## config.mk

```make
export PLATFORM = sky130hd
export DESIGN_NAME = pha_host_flat
export DESIGN_NICKNAME = d
export VERILOG_FILES = /design/src/logic/pha_pkg.sv /design/src/logic/pha_bus_if.sv /design/src/logic/pha_idsel_map.sv /design/src/logic/pha_host.sv /design/src/flat_wrapper.sv
export VERILOG_INCLUDE_DIRS = /design/src /design/src/logic
export SDC_FILE = /design/constraint.sdc
export NUM_CORES = 1
export LEC_CHECK = 0
export BUFFER_PORTS_ARGS = -buffer_cell sky130_fd_sc_hd__buf_2
export CORE_MARGIN = 10
export CORE_UTILIZATION = 51
export DETAILED_ROUTE_END_ITERATION = 8
export GPL_TIMING_DRIVEN = 1
export HOLD_SLACK_MARGIN = 0.06
export PLACE_DENSITY = 0.92
export SLEW_MARGIN = 25
export SYNTH_ARGS = -nofsm -noshare
export SYNTH_HDL_FRONTEND = slang
export SYNTH_SLANG_ARGS = --single-unit
export TNS_END_PERCENT = 100
```

## constraint.sdc

```tcl
create_clock -name clk_in -period 4.65 [get_ports clk_in]
set_input_delay 0.93 -clock clk_in [delete_from_list [all_inputs] [get_ports clk_in]]
set_output_delay 0.93 -clock clk_in [all_outputs]
set_load 0.02 [all_outputs]
```

## src/logic/pha_cfg.svh

```systemverilog
// timing counts, field positions and slot map constants for the host arbiter and config select block
`ifndef PHA_CFG_SVH
`define PHA_CFG_SVH
`define PHA_CLK_PERIOD_NS 10
`define PHA_NUM_MASTERS 6
`define PHA_GFX_INDEX 5
`define PHA_TYPE_LSB 0
`define PHA_TYPE0 2'h0
`define PHA_TYPE1 2'h1
`define PHA_REG_LSB 2
`define PHA_REG_MSB 7
`define PHA_FUNC_LSB 8
`define PHA_FUNC_MSB 10
`define PHA_DEV_LSB 11
`define PHA_DEV_MSB 15
`define PHA_BUS_LSB 16
`define PHA_BUS_MSB 23
`define PHA_ENABLE_BIT 31
`define PHA_CFG_SPACE_BYTES 256
`define PHA_CFG_HEADER_BYTES 64
`define PHA_DEV_SLOT1 5'h04
`define PHA_DEV_SLOT2 5'h09
`define PHA_DEV_SLOT3 5'h0A
`define PHA_DEV_SLOT4 5'h0B
`define PHA_DEV_SLOT5 5'h0D
`define PHA_DEV_MEMCTL 5'h00
`define PHA_DEV_GFXBRIDGE 5'h01
`define PHA_DEV_IGFX 5'h02
`define PHA_DEV_P2P 5'h1E
`define PHA_DEV_HUB 5'h1F
`define PHA_IDSEL_BASE 24
`define PHA_NUM_IRQ 8
`endif

```

## src/logic/pha_pkg.sv

```systemverilog
// types shared by both ends of the host arbiter and config select block
`default_nettype none
package pha_pkg;
  typedef enum logic [1:0] {PHA_ST_IDLE, PHA_ST_ADDR, PHA_ST_DATA} pha_mst_state_t;
  typedef enum logic [2:0] {
    PHA_TGT_NONE, PHA_TGT_MEMCTL, PHA_TGT_GFXBRIDGE, PHA_TGT_IGFX, PHA_TGT_P2P, PHA_TGT_HUB, PHA_TGT_SLOT
  } pha_target_t;
endpackage : pha_pkg
`default_nettype wire

```

## src/logic/pha_bus_if.sv

```systemverilog
// bus signals between the host end and the slot master/target end
`timescale 1ns/100ps
`default_nettype none
interface pha_bus_if;
  logic [5:0] req_n;
  logic [5:0] gnt_n;
  logic frame_n_o;
  logic frame_n_oe;
  logic frame_n;
  logic [31:0] ad_o;
  logic ad_oe;
  logic cfg_cycle;
  logic [31:0] ad;
  logic [7:0] irq_n;
  logic pme_n;
  assign frame_n = frame_n_oe ? frame_n_o : 1'b1;
  assign ad = ad_oe ? ad_o : 32'h0000_0000;
  modport host (input req_n, input frame_n, input irq_n, input pme_n, output gnt_n, output ad_o, output ad_oe,
                output cfg_cycle);
  modport slot (output req_n, output frame_n_o, output frame_n_oe, output irq_n, output pme_n, input gnt_n,
                input ad, input cfg_cycle, input frame_n);
endinterface : pha_bus_if
`default_nettype wire

```

## src/logic/pha_idsel_map.sv

```systemverilog
// decodes a config address into an upper address line select and an on-board target code
`timescale 1ns/100ps
`default_nettype none
`include "pha_cfg.svh"
module pha_idsel_map
  import pha_pkg::*;
(
  // address in
  input wire logic [31:0] cfg_addr_in,
  // decode out
  output logic [31:0] ad_word_out,
  output pha_target_t target_out,
  output logic [2:0] func_out
);
  logic [4:0] dev;
  logic [7:0] bus_num;
  logic [1:0] ctype;
  assign dev = cfg_addr_in[`PHA_DEV_MSB:`PHA_DEV_LSB];
  assign bus_num = cfg_addr_in[`PHA_BUS_MSB:`PHA_BUS_LSB];
  assign ctype = cfg_addr_in[`PHA_TYPE_LSB+1:`PHA_TYPE_LSB];
  assign func_out = cfg_addr_in[`PHA_FUNC_MSB:`PHA_FUNC_LSB];

  // slot device number to select line; unknown slots select nothing
  function automatic logic [31:0] idsel_of(input logic [4:0] d);
    logic [31:0] s;
    s = 32'h0000_0000;
    unique case (d)
      `PHA_DEV_SLOT1: s[`PHA_IDSEL_BASE] = 1'b1;
      `PHA_DEV_SLOT2: s[`PHA_IDSEL_BASE+1] = 1'b1;
      `PHA_DEV_SLOT3: s[`PHA_IDSEL_BASE+2] = 1'b1;
      `PHA_DEV_SLOT4: s[`PHA_IDSEL_BASE+3] = 1'b1;
      `PHA_DEV_SLOT5: s[`PHA_IDSEL_BASE+5] = 1'b1;
      default: s = 32'h0000_0000;
    endcase
    return s;
  endfunction : idsel_of

  // type 0 carries one select line; type 1 passes bus/dev/func through downstream
  always_comb begin
    ad_word_out = 32'h0000_0000;
    target_out = PHA_TGT_NONE;
    if (ctype == `PHA_TYPE0) begin
      ad_word_out = idsel_of(dev);
      ad_word_out[`PHA_FUNC_MSB:`PHA_FUNC_LSB] = func_out;
      ad_word_out[`PHA_REG_MSB:`PHA_REG_LSB] = cfg_addr_in[`PHA_REG_MSB:`PHA_REG_LSB];
      if (bus_num == 8'h00) begin
        unique case (dev)
          `PHA_DEV_MEMCTL: target_out = PHA_TGT_MEMCTL;
          `PHA_DEV_GFXBRIDGE: target_out = PHA_TGT_GFXBRIDGE;
          `PHA_DEV_IGFX: target_out = PHA_TGT_IGFX;
          `PHA_DEV_P2P: target_out = PHA_TGT_P2P;
          `PHA_DEV_HUB: target_out = PHA_TGT_HUB;
          default: target_out = (idsel_of(dev) != 32'h0000_0000) ? PHA_TGT_SLOT : PHA_TGT_NONE;
        endcase
      end else if (idsel_of(dev) != 32'h0000_0000) begin
        target_out = PHA_TGT_SLOT;
      end
    end else if (ctype == `PHA_TYPE1) begin
      ad_word_out = {8'h00, cfg_addr_in[23:2], 2'h1};
      target_out = PHA_TGT_SLOT;
    end
  end
endmodule : pha_idsel_map
`default_nettype wire

```

## src/logic/pha_host.sv

```systemverilog
// host end: round-robin bus arbiter with parking, config cycle former, interrupt and wake inputs
// How it works
// - low two address bits choose type 0/1
// - bits 7..2 pick one config dword
// - targets hold at most 256 config bytes
// - slot devices 4,9,10,11,13 map AD24-27,29
// - on-board devices 0,1,2,30,31 on bus 0
// - master requests when it lacks the bus
// - arbiter grants the requesting master
// - granted master drives frame; only the host drives address
// - owner may start frame without request
// - pairs 0-4 slots, pair 5 graphics
// - grants rotate round-robin among requesters
// - park on owner while nobody else asks
// - eight active-low interrupt inputs accepted
// - power event input accepted
// - device number picks single select line
// - type 0 local, type 1 bus number
// - 32-bit multiplexed bus, 100 MHz clock
`timescale 1ns/100ps
`default_nettype none
`include "pha_cfg.svh"
module pha_host
  import pha_pkg::*;
(
  // clock and reset
  input wire logic clk_in,
  input wire logic resetn_in,
  // bus side
  pha_bus_if.host bus,
  // config request from the cpu side
  input wire logic cfg_req_in,
  input wire logic [31:0] cfg_addr_in,
  output logic cfg_busy_out,
  output logic [2:0] cfg_target_out,
  output logic cfg_hub_func_ok_out,
  // status
  output logic [5:0] owner_out,
  output logic [7:0] irq_active_out,
  output logic pme_active_out
);
  // one request/grant pair per slot plus the graphics pair
  localparam int NM = `PHA_NUM_MASTERS;

  // registered state; every status output is one of these flops
  logic [NM-1:0] gnt_ff, nxt_gnt;
  logic [2:0] last_ff, nxt_last;
  logic [31:0] ad_ff, nxt_ad;
  logic ad_oe_ff, nxt_ad_oe;
  logic cfg_cyc_ff, nxt_cfg_cyc;
  logic busy_ff, nxt_busy;
  logic [2:0] tgt_ff, nxt_tgt;
  logic hub_ok_ff, nxt_hub_ok;
  logic [7:0] irq_ff, nxt_irq;
  logic pme_ff, nxt_pme;

  // decoder outputs and active-high requests
  logic [NM-1:0] req;
  logic [31:0] map_word;
  pha_target_t map_tgt;
  logic [2:0] map_func;

  // requests arrive active low; flip them once here
  assign req = ~bus.req_n;

  pha_idsel_map pha_idsel_map_inst (
    .cfg_addr_in(cfg_addr_in),
    .ad_word_out(map_word),
    .target_out(map_tgt),
    .func_out(map_func)
  );

  // next requester after the last granted one, wrapping around; starting
  // the search one past the last owner is what keeps the rotation fair
  function automatic logic [2:0] rr_pick(input logic [NM-1:0] r, input logic [2:0] last);
    logic [2:0] idx;
    logic [2:0] pick;
    logic found;
    pick = last;
    found = 1'b0;
    for (int k = 1; k <= NM; k++) begin
      idx = 3'((int'(last) + k) % NM);
      if (!found && r[idx]) begin
        pick = idx;
        found = 1'b1;
      end
    end
    return pick;
  endfunction : rr_pick

  // arbiter: park on owner, drop grant one idle cycle before handing over;
  // the idle cycle lets the old owner see its grant gone before a new one
  // shows, at the cost of one dead cycle per handover
  always_comb begin
    nxt_gnt = gnt_ff;
    nxt_last = last_ff;
    if (gnt_ff == '0) begin
      if (req != '0) begin
        nxt_last = rr_pick(req, last_ff);
        nxt_gnt = '0;
        nxt_gnt[nxt_last] = 1'b1;
      end
    end else if ((req & ~gnt_ff) != '0) begin
      // another agent waits; remove the parked grant first
      nxt_gnt = '0;
    end
    // an owner starting frame without a request keeps its grant
  end

  // last pointer resets to the top pair so the first search starts at pair 0
  always_ff @(posedge clk_in) begin
    if (!resetn_in) begin
      gnt_ff <= '0;
      last_ff <= 3'(NM - 1);
    end else begin
      gnt_ff <= nxt_gnt;
      last_ff <= nxt_last;
    end
  end

  // hub functions that answer; 2, 6 and 7 are left unpopulated, so a probe
  // there must read as empty rather than alias onto a live function
  function automatic logic hub_func_ok(input logic [2:0] f);
    logic ok;
    ok = 1'b0;
    unique case (f)
      3'h0: ok = 1'b1;
      3'h1: ok = 1'b1;
      3'h3: ok = 1'b1;
      3'h4: ok = 1'b1;
      3'h5: ok = 1'b1;
      default: ok = 1'b0;
    endcase
    return ok;
  endfunction : hub_func_ok

  // config cycle former: address word held for one address phase;
  // a request during the busy cycle is dropped, so the caller must space
  // requests two cycles apart
  always_comb begin
    nxt_ad = ad_ff;
    nxt_ad_oe = 1'b0;
    nxt_cfg_cyc = 1'b0;
    nxt_busy = 1'b0;
    nxt_tgt = tgt_ff;
    nxt_hub_ok = hub_ok_ff;
    if (cfg_req_in && !busy_ff && cfg_addr_in[`PHA_ENABLE_BIT]) begin
      nxt_ad = map_word;
      nxt_ad_oe = 1'b1;
      nxt_cfg_cyc = 1'b1;
      nxt_busy = 1'b1;
      nxt_tgt = 3'(map_tgt);
      nxt_hub_ok = (map_tgt == PHA_TGT_HUB) && hub_func_ok(map_func);
    end
  end

  // config state; drive enable clears on reset so the bus floats low
  always_ff @(posedge clk_in) begin
    if (!resetn_in) begin
      ad_ff <= 32'h0000_0000;
      ad_oe_ff <= 1'b0;
      cfg_cyc_ff <= 1'b0;
      busy_ff <= 1'b0;
      tgt_ff <= 3'h0;
      hub_ok_ff <= 1'b0;
    end else begin
      ad_ff <= nxt_ad;
      ad_oe_ff <= nxt_ad_oe;
      cfg_cyc_ff <= nxt_cfg_cyc;
      busy_ff <= nxt_busy;
      tgt_ff <= nxt_tgt;
      hub_ok_ff <= nxt_hub_ok;
    end
  end

  // interrupt and wake levels, registered so outputs come from flops;
  // this costs one cycle of latency on every level change
  always_comb begin
    nxt_irq = ~bus.irq_n;
    nxt_pme = ~bus.pme_n;
  end

  // level flops for interrupt and wake
  always_ff @(posedge clk_in) begin
    if (!resetn_in) begin
      irq_ff <= 8'h00;
      pme_ff <= 1'b0;
    end else begin
      irq_ff <= nxt_irq;
      pme_ff <= nxt_pme;
    end
  end

  // bus side drive, grants active low
  assign bus.gnt_n = ~gnt_ff;
  assign bus.ad_o = ad_ff;
  assign bus.ad_oe = ad_oe_ff;
  assign bus.cfg_cycle = cfg_cyc_ff;

  // status outputs straight from flops
  assign cfg_busy_out = busy_ff;
  assign cfg_target_out = tgt_ff;
  assign cfg_hub_func_ok_out = hub_ok_ff;
  assign owner_out = gnt_ff;
  assign irq_active_out = irq_ff;
  assign pme_active_out = pme_ff;
endmodule : pha_host
`default_nettype wire

```

## src/flat_wrapper.sv

```systemverilog
// flat-port wrapper written by rule: the top's interface ports become plain ports
module pha_host_flat import pha_pkg::*;
  (clk_in, resetn_in, cfg_req_in, cfg_addr_in, cfg_busy_out, cfg_target_out, cfg_hub_func_ok_out, owner_out, irq_active_out, pme_active_out, bus_req_n, bus_irq_n, bus_pme_n, bus_gnt_n, bus_ad_o, bus_ad_oe, bus_cfg_cycle);
  pha_bus_if bus_i ();
  input wire logic clk_in;
  input wire logic resetn_in;
  input wire logic cfg_req_in;
  input wire logic [31:0] cfg_addr_in;
  output logic cfg_busy_out;
  output logic [2:0] cfg_target_out;
  output logic cfg_hub_func_ok_out;
  output logic [5:0] owner_out;
  output logic [7:0] irq_active_out;
  output logic pme_active_out;
  input wire logic [$bits(bus_i.req_n)-1:0] bus_req_n;
  input wire logic [$bits(bus_i.irq_n)-1:0] bus_irq_n;
  input wire logic [$bits(bus_i.pme_n)-1:0] bus_pme_n;
  output wire logic [$bits(bus_i.gnt_n)-1:0] bus_gnt_n;
  output wire logic [$bits(bus_i.ad_o)-1:0] bus_ad_o;
  output wire logic [$bits(bus_i.ad_oe)-1:0] bus_ad_oe;
  output wire logic [$bits(bus_i.cfg_cycle)-1:0] bus_cfg_cycle;
  assign bus_i.req_n = bus_req_n;
  assign bus_i.irq_n = bus_irq_n;
  assign bus_i.pme_n = bus_pme_n;
  assign bus_gnt_n = bus_i.gnt_n;
  assign bus_ad_o = bus_i.ad_o;
  assign bus_ad_oe = bus_i.ad_oe;
  assign bus_cfg_cycle = bus_i.cfg_cycle;
  pha_host u_core (.clk_in(clk_in), .resetn_in(resetn_in), .bus(bus_i), .cfg_req_in(cfg_req_in), .cfg_addr_in(cfg_addr_in), .cfg_busy_out(cfg_busy_out), .cfg_target_out(cfg_target_out), .cfg_hub_func_ok_out(cfg_hub_func_ok_out), .owner_out(owner_out), .irq_active_out(irq_active_out), .pme_active_out(pme_active_out));
endmodule
```

# After elaboration in Yosys (flattened, before gate mapping)

Cells that the tools add are included.

Flip-flop bits (word level): 55
Bits in latches: 0
RAM bits: 0
ROM bits: 0
Output and inout port bits: 60
Logic and storage cells: 174
Memories: 0

Add/sub/neg operators: 6
Multiply operators: 0
Divide/modulo/power cells: 6
Magnitude comparators: 8
Eq/ne operators: 16
Shift-type cells: 0
Mux-type cells: 96
Bitwise operators: 5
Reduce and logical (&&, ||, !) cells: 29

Operators by type and width:

| kind                    | count |
|---|---|
| $mod A32 B4 Y32 const B | 6 |
| $mux W24                | 6 |
| $reduce_bool A32 Y1     | 2 |
| $mux W1                 | 60 |
| $mux W3                 | 13 |
| $mux W30                | 1 |
| $lt A3 B4 Y1 const B    | 7 |
| $eq A5 B4 Y1 const B    | 4 |
| $bmux W1 S3             | 6 |
| $mux W6                 | 3 |
| $pmux W3 S5             | 1 |
| $add A3 B3 Y4 const B   | 3 |
| $not A6 Y6              | 2 |
| $reduce_bool A6 Y1      | 2 |
| $eq A5 B5 Y1 const B    | 2 |
| $mux W2                 | 5 |
| $reduce_or A5 Y1        | 2 |
| $eq A3 B3 Y1 const B    | 3 |
| $logic_and A1 B1 Y1     | 9 |
| $add A3 B2 Y4 const B   | 2 |
| $logic_not A8 Y1        | 1 |
| $not A8 Y8              | 1 |
| $and A6 B6 Y6           | 1 |
| $logic_not A1 Y1        | 6 |
| other kinds (17)        | 18 |

# Longest topological paths before layout

Gate-level depths: netlist of the first run.

Depth after elaboration: 38
Depth in mapped cells: 15
Gate-level depth less buffers: 14

# Cells and area by module

A second synthesis of the first run with hierarchy kept.

Cells, all modules: 455
Area, all modules: 3,512.1 um2

By module, submodules not included:

| module        | times used | cells each | area an instance (um2) |
|---|---|---|---|
| pha_host      | 1          | 377        | 3,020.4 |
| pha_idsel_map | 1          | 77         | 488.0 |
| pha_host_flat | 1          | 1          | 3.8 |

# Least setup slack after synthesis of the first run

Ideal clock, no wire load.

Kind: register to register
From: reg u_core.last_ff[1]
To: reg u_core.gnt_ff[4] (netlist: u_core.owner_out[4])
Data arrival time: 3.421 ns
Required time: 4.563 ns
Setup slack: 1.142 ns
Stages on the path, launching flop included: 15
Buffers on the path: 0
Cells stage by stage: dfxtp_1 inv_1 ha_1 a21oi_1 inv_1 ha_1 nor2b_1 a21oi_1 a311oi_2 nor3b_2 or2_0 o31a_1 o31ai_2 a22oi_1 o31ai_1

Cells in the longest elaborated chain, start to end: 38
Elaborated cells between the ends (all ways): 64
Classes of those cells: add/sub (6); div (6); order compare (2); mux (39); reduce/logical (11)

RTL lines:

| what                                                               | RTL line        | text |
|---|---|---|
| start, declared                                                    | pha_host.sv:47  | `logic [2:0] last_ff, nxt_last;` |
| start signal, assigned                                             | pha_host.sv:114 | `last_ff <= 3'(NM - 1);` |
| start signal, assigned                                             | pha_host.sv:117 | `last_ff <= nxt_last;` |
| $add A3 B1 Y4                                                      | pha_host.sv:82  | `idx = 3'((int'(last) + k) % NM);` |
| $mod A32 B4 Y32                                                    | pha_host.sv:82  |  |
| $bmux W1 S3                                                        | pha_host.sv:83  | `if (!found && r[idx]) begin` |
| $mux W1 (implied by the code)                                      | pha_host.sv:83  |  |
| $mux W1                                                            | pha_host.sv:83  |  |
| $mux W1                                                            | pha_host.sv:98  | `if (req != '0) begin` |
| $mux W1                                                            | pha_host.sv:97  | `if (gnt_ff == '0) begin` |
| $logic_not A1 Y1                                                   | pha_host.sv:83  |  |
| [22 not listed]                                                    | -               |  |
| $mux W3 *                                                          | pha_host.sv:98  |  |
| $mux W3 *                                                          | pha_host.sv:97  |  |
| $lt A3 B4 Y1 (implied by the code) or $ge A3 B1 Y1 (tied branches) | pha_host.sv:101 | `nxt_gnt[nxt_last] = 1'b1;` |
| $logic_and A1 B1 Y1 (implied by the code)                          | pha_host.sv:101 |  |
| $mux W1 (implied by the code)                                      | pha_host.sv:101 |  |
| $demux W1 S3 *                                                     | -               |  |
| $mux W6 *                                                          | pha_host.sv:98  |  |
| $mux W6 *                                                          | pha_host.sv:97  |  |
| end signal, assigned                                               | pha_host.sv:116 | `gnt_ff <= nxt_gnt;` |
| end, declared                                                      | pha_host.sv:46  | `logic [NM-1:0] gnt_ff, nxt_gnt;` |

Mark *: on every way between the ends. The rest lies on a longest branch, timed or not. The select of a mux whose other input is x is not followed.
A chain may end at the register's enable or synchronous reset.

# Final worst setup path of the first run

From: reg u_core.last_ff[2]
To: reg u_core.gnt_ff[5] (netlist: u_core.owner_out[5])

Same word-level chain as after synthesis.

==> results of run 1 <==
-- worst min-delay path: stages, from the launching register on --
cell and delay [ns]:
dfxtp_1 0.31, nand2_1 0.05, a21oi_1 0.05
-- cell usage in the layout, fill, tap and decap left out, drive strengths merged, types with 4 or more instances in the layout --
cell    instances
nor3           10
a21o            4
ha             14
nor2b           5
o21ai           9
or3             5
nand2          38
xnor2           5
o31ai           9
and3            6
or4             4
and2            5
inv            20
nand4           8
o211ai          4
nor4            5
nand3b         10
mux2            4
a21oi          29
conb            4
a22oi          16
mux2i           7
nor2           46
nand3           9
buf           102
a211oi          9
clkbuf          6
o22ai           4
dfxtp          51
-- sequential cells by signal (all words and copies together), names as in the netlist --
name	cells
u_core.bus.ad_o	28
u_core.pme_active_out	1
u_core.irq_active_out	8
u_core.bus.ad_oe	1
u_core.owner_out	6
u_core.cfg_target_out	3
u_core.last_ff	3
u_core.cfg_hub_func_ok_out	1
-- how the worst max path moves through the flow --
stage / startpoint / to / cells past startpoint
floorplan: u_core.last_ff[1] / u_core.owner_out[4] / 14
global placement: u_core.last_ff[2] / u_core.owner_out[4] / 14
detailed placement: u_core.last_ff[2] / u_core.owner_out[5] / 14
CTS: u_core.last_ff[2] / u_core.owner_out[5] / 14
global route: u_core.last_ff[2] / u_core.owner_out[5] / 14
finish: u_core.last_ff[2] / u_core.owner_out[5] / 14
-- where the power goes --
group | internal, mW | switching [mW]
sequential | 0.467 | 0.0333
combinational | 0.608 | 0.899
clock | 0.177 | 0.140
total | 1.25 | 1.07
-- area by class of cell --
| class | instances | area share [%] |
|---|---|---|
| clock buffers | 6 | 2.135 |
| clock inverters | 2 | 1.003 |
| inverters | 19 | 1.844 |
| multi-input cells | 308 | 52.67 |
| flip-flops and latches | 51 | 26.40 |
| well taps | 77 | 2.491 |
| repair buffers | 102 | 13.46 |
-- layer usage --
| layer | track usage (%) | vias to the layer above | part of all wire (%) |
|---|---|---|---|
| met5 | 0 | - | 0 |
| met4 | 5.733 | 0 | 2.4 |
| met3 | 4.876 | 16 | 9.8 |
| met2 | 28.37 | 140 | 48 |
| met1 | 20.44 | 1537 | 40 |
| li1 | - | 1629 | - |
-- cell families (layout without fill, tap and decap cells) --
family | Yosys count | after routing
AND/OR/NAND/NOR | 164 | 164
AO/OA/AOI/OAI | 108 | 108
flip-flops | 51 | 51
buffers and inverters | 45 | 129
adder cells (fa/ha/maj) | 14 | 14
multiplexers | 11 | 11
XOR/XNOR | 7 | 7
other | 1 | 4
==> summary.md, run 1 <==
| Metric | Value |
|---|---|
| Status | `completed` |
| Count leader, synth | `dfxtp_1` |
| Clk sinks | `51` |
| Worst Hold Class | `reg2reg` |
| GRT overflow | `0` |
| CTS tree | `yes` |
| Post-synthesis sequential area ratio | `31.31%` |
| Initial DRC count | `239` |
| Dpl hpwl | `7.235 mm` |
| Final setup fails | `0` |
| Crit path kind | `reg2reg` |
| CP Data Required Time | `4.85 ns` |
| Wire per inst | `15.98 um` |
| Post-Synth Simple-Gate Area | `26.40%` |
| RSZ-0062 raised after global routing | `no` |
| Slew Viols, Final | `0` |
| Compound-Gate Fraction of Synth Area | `23.68%` |
| Synth Area per Inst | `8.131 um^2` |
| CTS buffer count | `5` |
| Yosys top cell area share | `31.31%` |
| CP Max Fanout | `8` |
| CP endpoint kind | `flip-flop` |
| Post-cts resize count | `0` |
| Total Die Area | `0.009992 mm^2` |
| Worst path top cell family by delay | `compound AO/OA/AOI/OAI gates` |
| Area delta synth->final | `18.61%` |
| DRC Markers | `0` |
| Layout cells sized above 1 | `27.05%` |
| Synth Register Bits | `51` |
| Reg2reg end | `u_core.owner_out[5]` |
| Cell count after synthesis | `401` |
| Post-CTS Setup Repair Bufs | `0` |
| Slew Limit Headroom | `51.31%` |
| RePlAce Congestion | `0.9484` |
| WP data arrival | `4.20 ns` |
| Register area | `0.001021 mm^2` |
| Layout Nets | `551` |
| DR vias | `3,322` |
| Hold slack | `0.4488 ns` |
| Dominant cell type by area after synthesis | `dfxtp_1` |
| Initial antenna violation count | `0` |
| Area contributors post-synth | `dfxtp_1, ha_1, nor2_1, a21oi_1, nand2_1` |
| Routed Antenna Nets | `0` |
| Post-CTS Hold Buffers | `0` |
| CP max stage cell | `dfxtp_1` |
| Mapped Area | `0.003261 mm^2` |
| Hold_sp | `u_core.bus.ad_o[3]` |
| Rows | `29` |
| TNS Setup | `0 ns` |
| Clock slew seen by the registers of the worst setup and hold paths | `0.09 ns` |
| Synth async-reset ratio | `0%` |
| Netlist cell types | `71` |
| Critical path buffers and inverters | `2` |
| Fin crit share | `86.01%` |
| Least-Margin Pin Slew | `0.7292 ns` |
| Final hold vios | `0` |
| Total track usage | `17.02%` |
| Worst IR Drop VDD | `0.3831 mV` |
| Synth Flop Type | `dfxtp_1` |
| Combinational family with the most area after synthesis | `simple AND/OR/NAND/NOR gates` |
| Post-Route WL | `9.029 mm` |
| Initial core utilization | `51.94%` |
| Adder-Cell Fraction of Synth Area | `5.372%` |
| Design Power | `2.324 mW` |
| Cell Pwr Density | `601.0 mW/mm^2` |
| Finished Layout Cells | `565` |
| Skew final | `0.01396 ns` |
| Placeable Area | `0.006277 mm^2` |
| Final worst setup slack | `0.6504 ns` |
| Reg2Reg Setup Slack | `0.65 ns` |
| Max Cap Violations | `0` |
| Clk buf depth | `2` |
| Minimum clock period | `4.000 ns` |
| N_diodes | `0` |
| Vias in the first global route | `3,055` |
| Clock latency at the later pin of the worst-skew pair | `0.29 ns` |
| Warnings, synthesis | `0` |
| Multi-input logic area | `0.002037 mm^2` |
| CP max stage delay | `0.46 ns` |
| I/O Buffers | `98` |
| Fmax | `250.0 MHz` |
| Post-synth EDFFs | `0` |
| P_leak | `1.741 nW` |
| Synth cell count leaders | `dfxtp_1, nor2_1, nand2_1` |
| Xor and xnor area share after synthesis | `3.031%` |
| Hold path endpoint | `u_core.bus.ad_o[3]` |
| First-pass GRT wire length | `14.73 mm` |
| FF-to-FF Start | `u_core.last_ff[2]` |
| Die width | `99.96 um` |
| Placed cells | `557` |
| CP Launch Type | `flip-flop` |
| DP Area | `0.003746 mm^2` |
| Dpl ws | `0.7345 ns` |
| Worst-path cell chain | `buf_4, ha_1, a21oi_1, inv_1, ha_1, nor2b_1, a21oi_1, a311oi_2, nor3b_2, or2_0, o31a_1, o31ai_2, a22oi_1, o31ai_1` |
| Worst hold path depth | `2` |
| Die height | `99.96 um` |
| CTS H-Tree Depth | `2` |
| Util after Layout | `61.61%` |
| Root buf cell | `clkbuf_8` |
| Filler Cells Inserted | `529` |
| Register-to-Register Path Depth | `14` |
| Pin count of the biggest net entering global routing | `46` |
| I/O pin cnt | `110` |
| Avg Vias per Cell | `5.880` |
| Post-synthesis mux area share | `3.530%` |
| Design area | `0.003867 mm^2` |
| Drt first pass iters | `5` |
Power figures use the tool's default switching activity.
==> run 2: changes to the inputs <==
--- a/config.mk
+++ b/config.mk
@@ -12,7 +12,7 @@
 export DETAILED_ROUTE_END_ITERATION = 8
 export GPL_TIMING_DRIVEN = 1
 export HOLD_SLACK_MARGIN = 0.06
-export PLACE_DENSITY = 0.92
+export PLACE_DENSITY = 0.81
 export SLEW_MARGIN = 25
 export SYNTH_ARGS = -nofsm -noshare
 export SYNTH_HDL_FRONTEND = slang
==> summary.md, run 2 (synthesis results as in run 1) <==
| Metric | Value |
|---|---|
| Worst IR Drop VDD | `0.3306 mV` |
| Skew final | `0.008280 ns` |
| Initial core utilization | `51.94%` |
| Register-to-Register Path Depth | `14` |
| Hold slack | `0.4519 ns` |
| Design Power | `2.285 mW` |
| Cell Pwr Density | `594.8 mW/mm^2` |
| Slew Limit Headroom | `51.20%` |
| Drt first pass iters | `4` |
| Worst hold path depth | `2` |
| Critical Path Stages | `14` |
| WP data arrival | `4.26 ns` |
| Post-CTS Hold Buffers | `0` |
| N_diodes | `0` |
| I/O pin cnt | `110` |
| Clk sinks | `51` |
| Final hold vios | `0` |
| Most frequent cells in the layout | `buf_2, dfxtp_1, nor2_1, nand2_1, a21oi_1` |
| Post-cts resize count | `0` |
| First-pass GRT wire length | `14.42 mm` |
| RePlAce Congestion | `0.9403` |
| Root buf cell | `clkbuf_8` |
| Minimum clock period | `4.047 ns` |
| CTS tree | `yes` |
| CP max stage delay | `0.50 ns` |
| Clk buf depth | `2` |
| Layout Nets | `551` |
| Initial antenna violation count | `0` |
| Max Cap Violations | `0` |
| Clock slew seen by the registers of the worst setup and hold paths | `0.09 ns` |
| Slew Viols, Final | `0` |
| Worst path top cell family by delay | `compound AO/OA/AOI/OAI gates` |
| Post-Route WL | `9.071 mm` |
| CP max stage cell | `dfxtp_1` |
| Critical path buffers and inverters | `2` |
| RSZ-0062 raised after global routing | `no` |
| Worst-path cell chain | `inv_1, ha_1, a21oi_1, inv_1, ha_1, nor2b_1, a21oi_1, a311oi_2, nor3b_2, or2_0, o31a_1, o31ai_2, a22oi_1, o31ai_1` |
| Die width | `99.96 um` |
| Fin crit share | `87.03%` |
| Max reg flops | `28` |
| Pin count of the biggest net entering global routing | `46` |
| Initial DRC count | `202` |
| I/O Buffers | `98` |
| CP Data Required Time | `4.86 ns` |
| Fmax | `247.1 MHz` |
| CP Max Fanout | `7` |
| TNS Setup | `0 ns` |
| Avg Vias per Cell | `5.812` |
| P_leak | `1.729 nW` |
| Clock latency at the later pin of the worst-skew pair | `0.30 ns` |
| GRT overflow | `0` |
| Rows | `29` |
| Most common cell after layout, fill and taps aside | `buf_2` |
| CTS buffer count | `5` |
| Final setup fails | `0` |
| Filler Cells Inserted | `582` |
| Post-CTS Setup Repair Bufs | `0` |
| CTS H-Tree Depth | `2` |
| CP endpoint kind | `flip-flop` |
| Vias in the first global route | `3,027` |
| Worst Hold Class | `reg2reg` |
| Total track usage | `16.76%` |
| Reg2Reg Setup Slack | `0.60 ns` |
| DRC Markers | `0` |
| Least-Margin Pin Slew | `0.7293 ns` |
| Total Die Area | `0.009992 mm^2` |
| DR vias | `3,284` |
| Die height | `99.96 um` |
| Dpl hpwl | `7.188 mm` |
| Status | `completed` |
| Wire per inst | `16.05 um` |
| Area delta synth->final | `17.80%` |
| Layout cells sized above 1 | `27.05%` |
| CP Launch Type | `flip-flop` |
| Routed Antenna Nets | `0` |
| Placeable Area | `0.006277 mm^2` |
| Crit path kind | `reg2reg` |
[run 2: cell count changes in the layout (fill, tap and decap cells not counted), sizes merged]
cell	change
clkinv	+1
bufinv	-1
inv	+1
clkbuf	-1
[run 2: metrics by stage]
step                      setup WS [ns]  std cells  area [um^2]  util, %
after floorplan                   1.142        404         3272        -
final                            0.6033        565         3841    61.19
after global placement           0.7962        557         3746    59.68
after CTS                        0.6685        565         3841    61.19
after detailed placement         0.6821        557         3746    59.68
after global routing             0.3379        565         3841    61.19
[run 2: path summary, 6_finish.rpt]
| kind | start | to |
|---|---|---|
| worst max-delay path | u_core.last_ff[1] | u_core.owner_out[5] |
| worst min register to register | u_core.bus.ad_o[5] | u_core.bus.ad_o[5] |
| worst min-delay path | u_core.bus.ad_o[5] | u_core.bus.ad_o[5] |
| worst max register to register | u_core.last_ff[1] | u_core.owner_out[5] |
[run 2: cell type report]
cell class                      instances  area, um^2  area share [%]
Multi-Input combinational cell        308        2037           53.03
Sequential cell                        51        1021           26.58
Timing Repair Buffer                  102       520.5           13.55
Tap cell                               77       96.34           2.508
Inverter                               19       71.32           1.857
Clock buffer                            5       68.82           1.792
Clock inverter                          3       26.28          0.6840
[run 2: tightest hold or removal path, delay by kind of cell (launching register included)]
kind | cells | cell delay (ns)
compound gates | 1 | 0.05
flops | 1 | 0.32
simple gates | 1 | 0.05
[run 2: per-layer routing]
layer  share of wire, %  GRT usage (%)  up-vias  routed length [um]
li1                   -              -     1627                   -
met5                  0              0        -                   0
met3                7.8          4.464       11                 709
met2                 48          28.62      113                4392
met4                1.3          4.300        0                 118
met1                 42          20.26     1533                3851
[run 2: report_power, final]
| part | internal (mW) | total, mW | switching [mW] |
|---|---|---|---|
| Sequential | 0.467 | 0.502 | 0.0349 |
| Combinational | 0.608 | 1.52 | 0.911 |
| Clock | 0.111 | 0.265 | 0.154 |
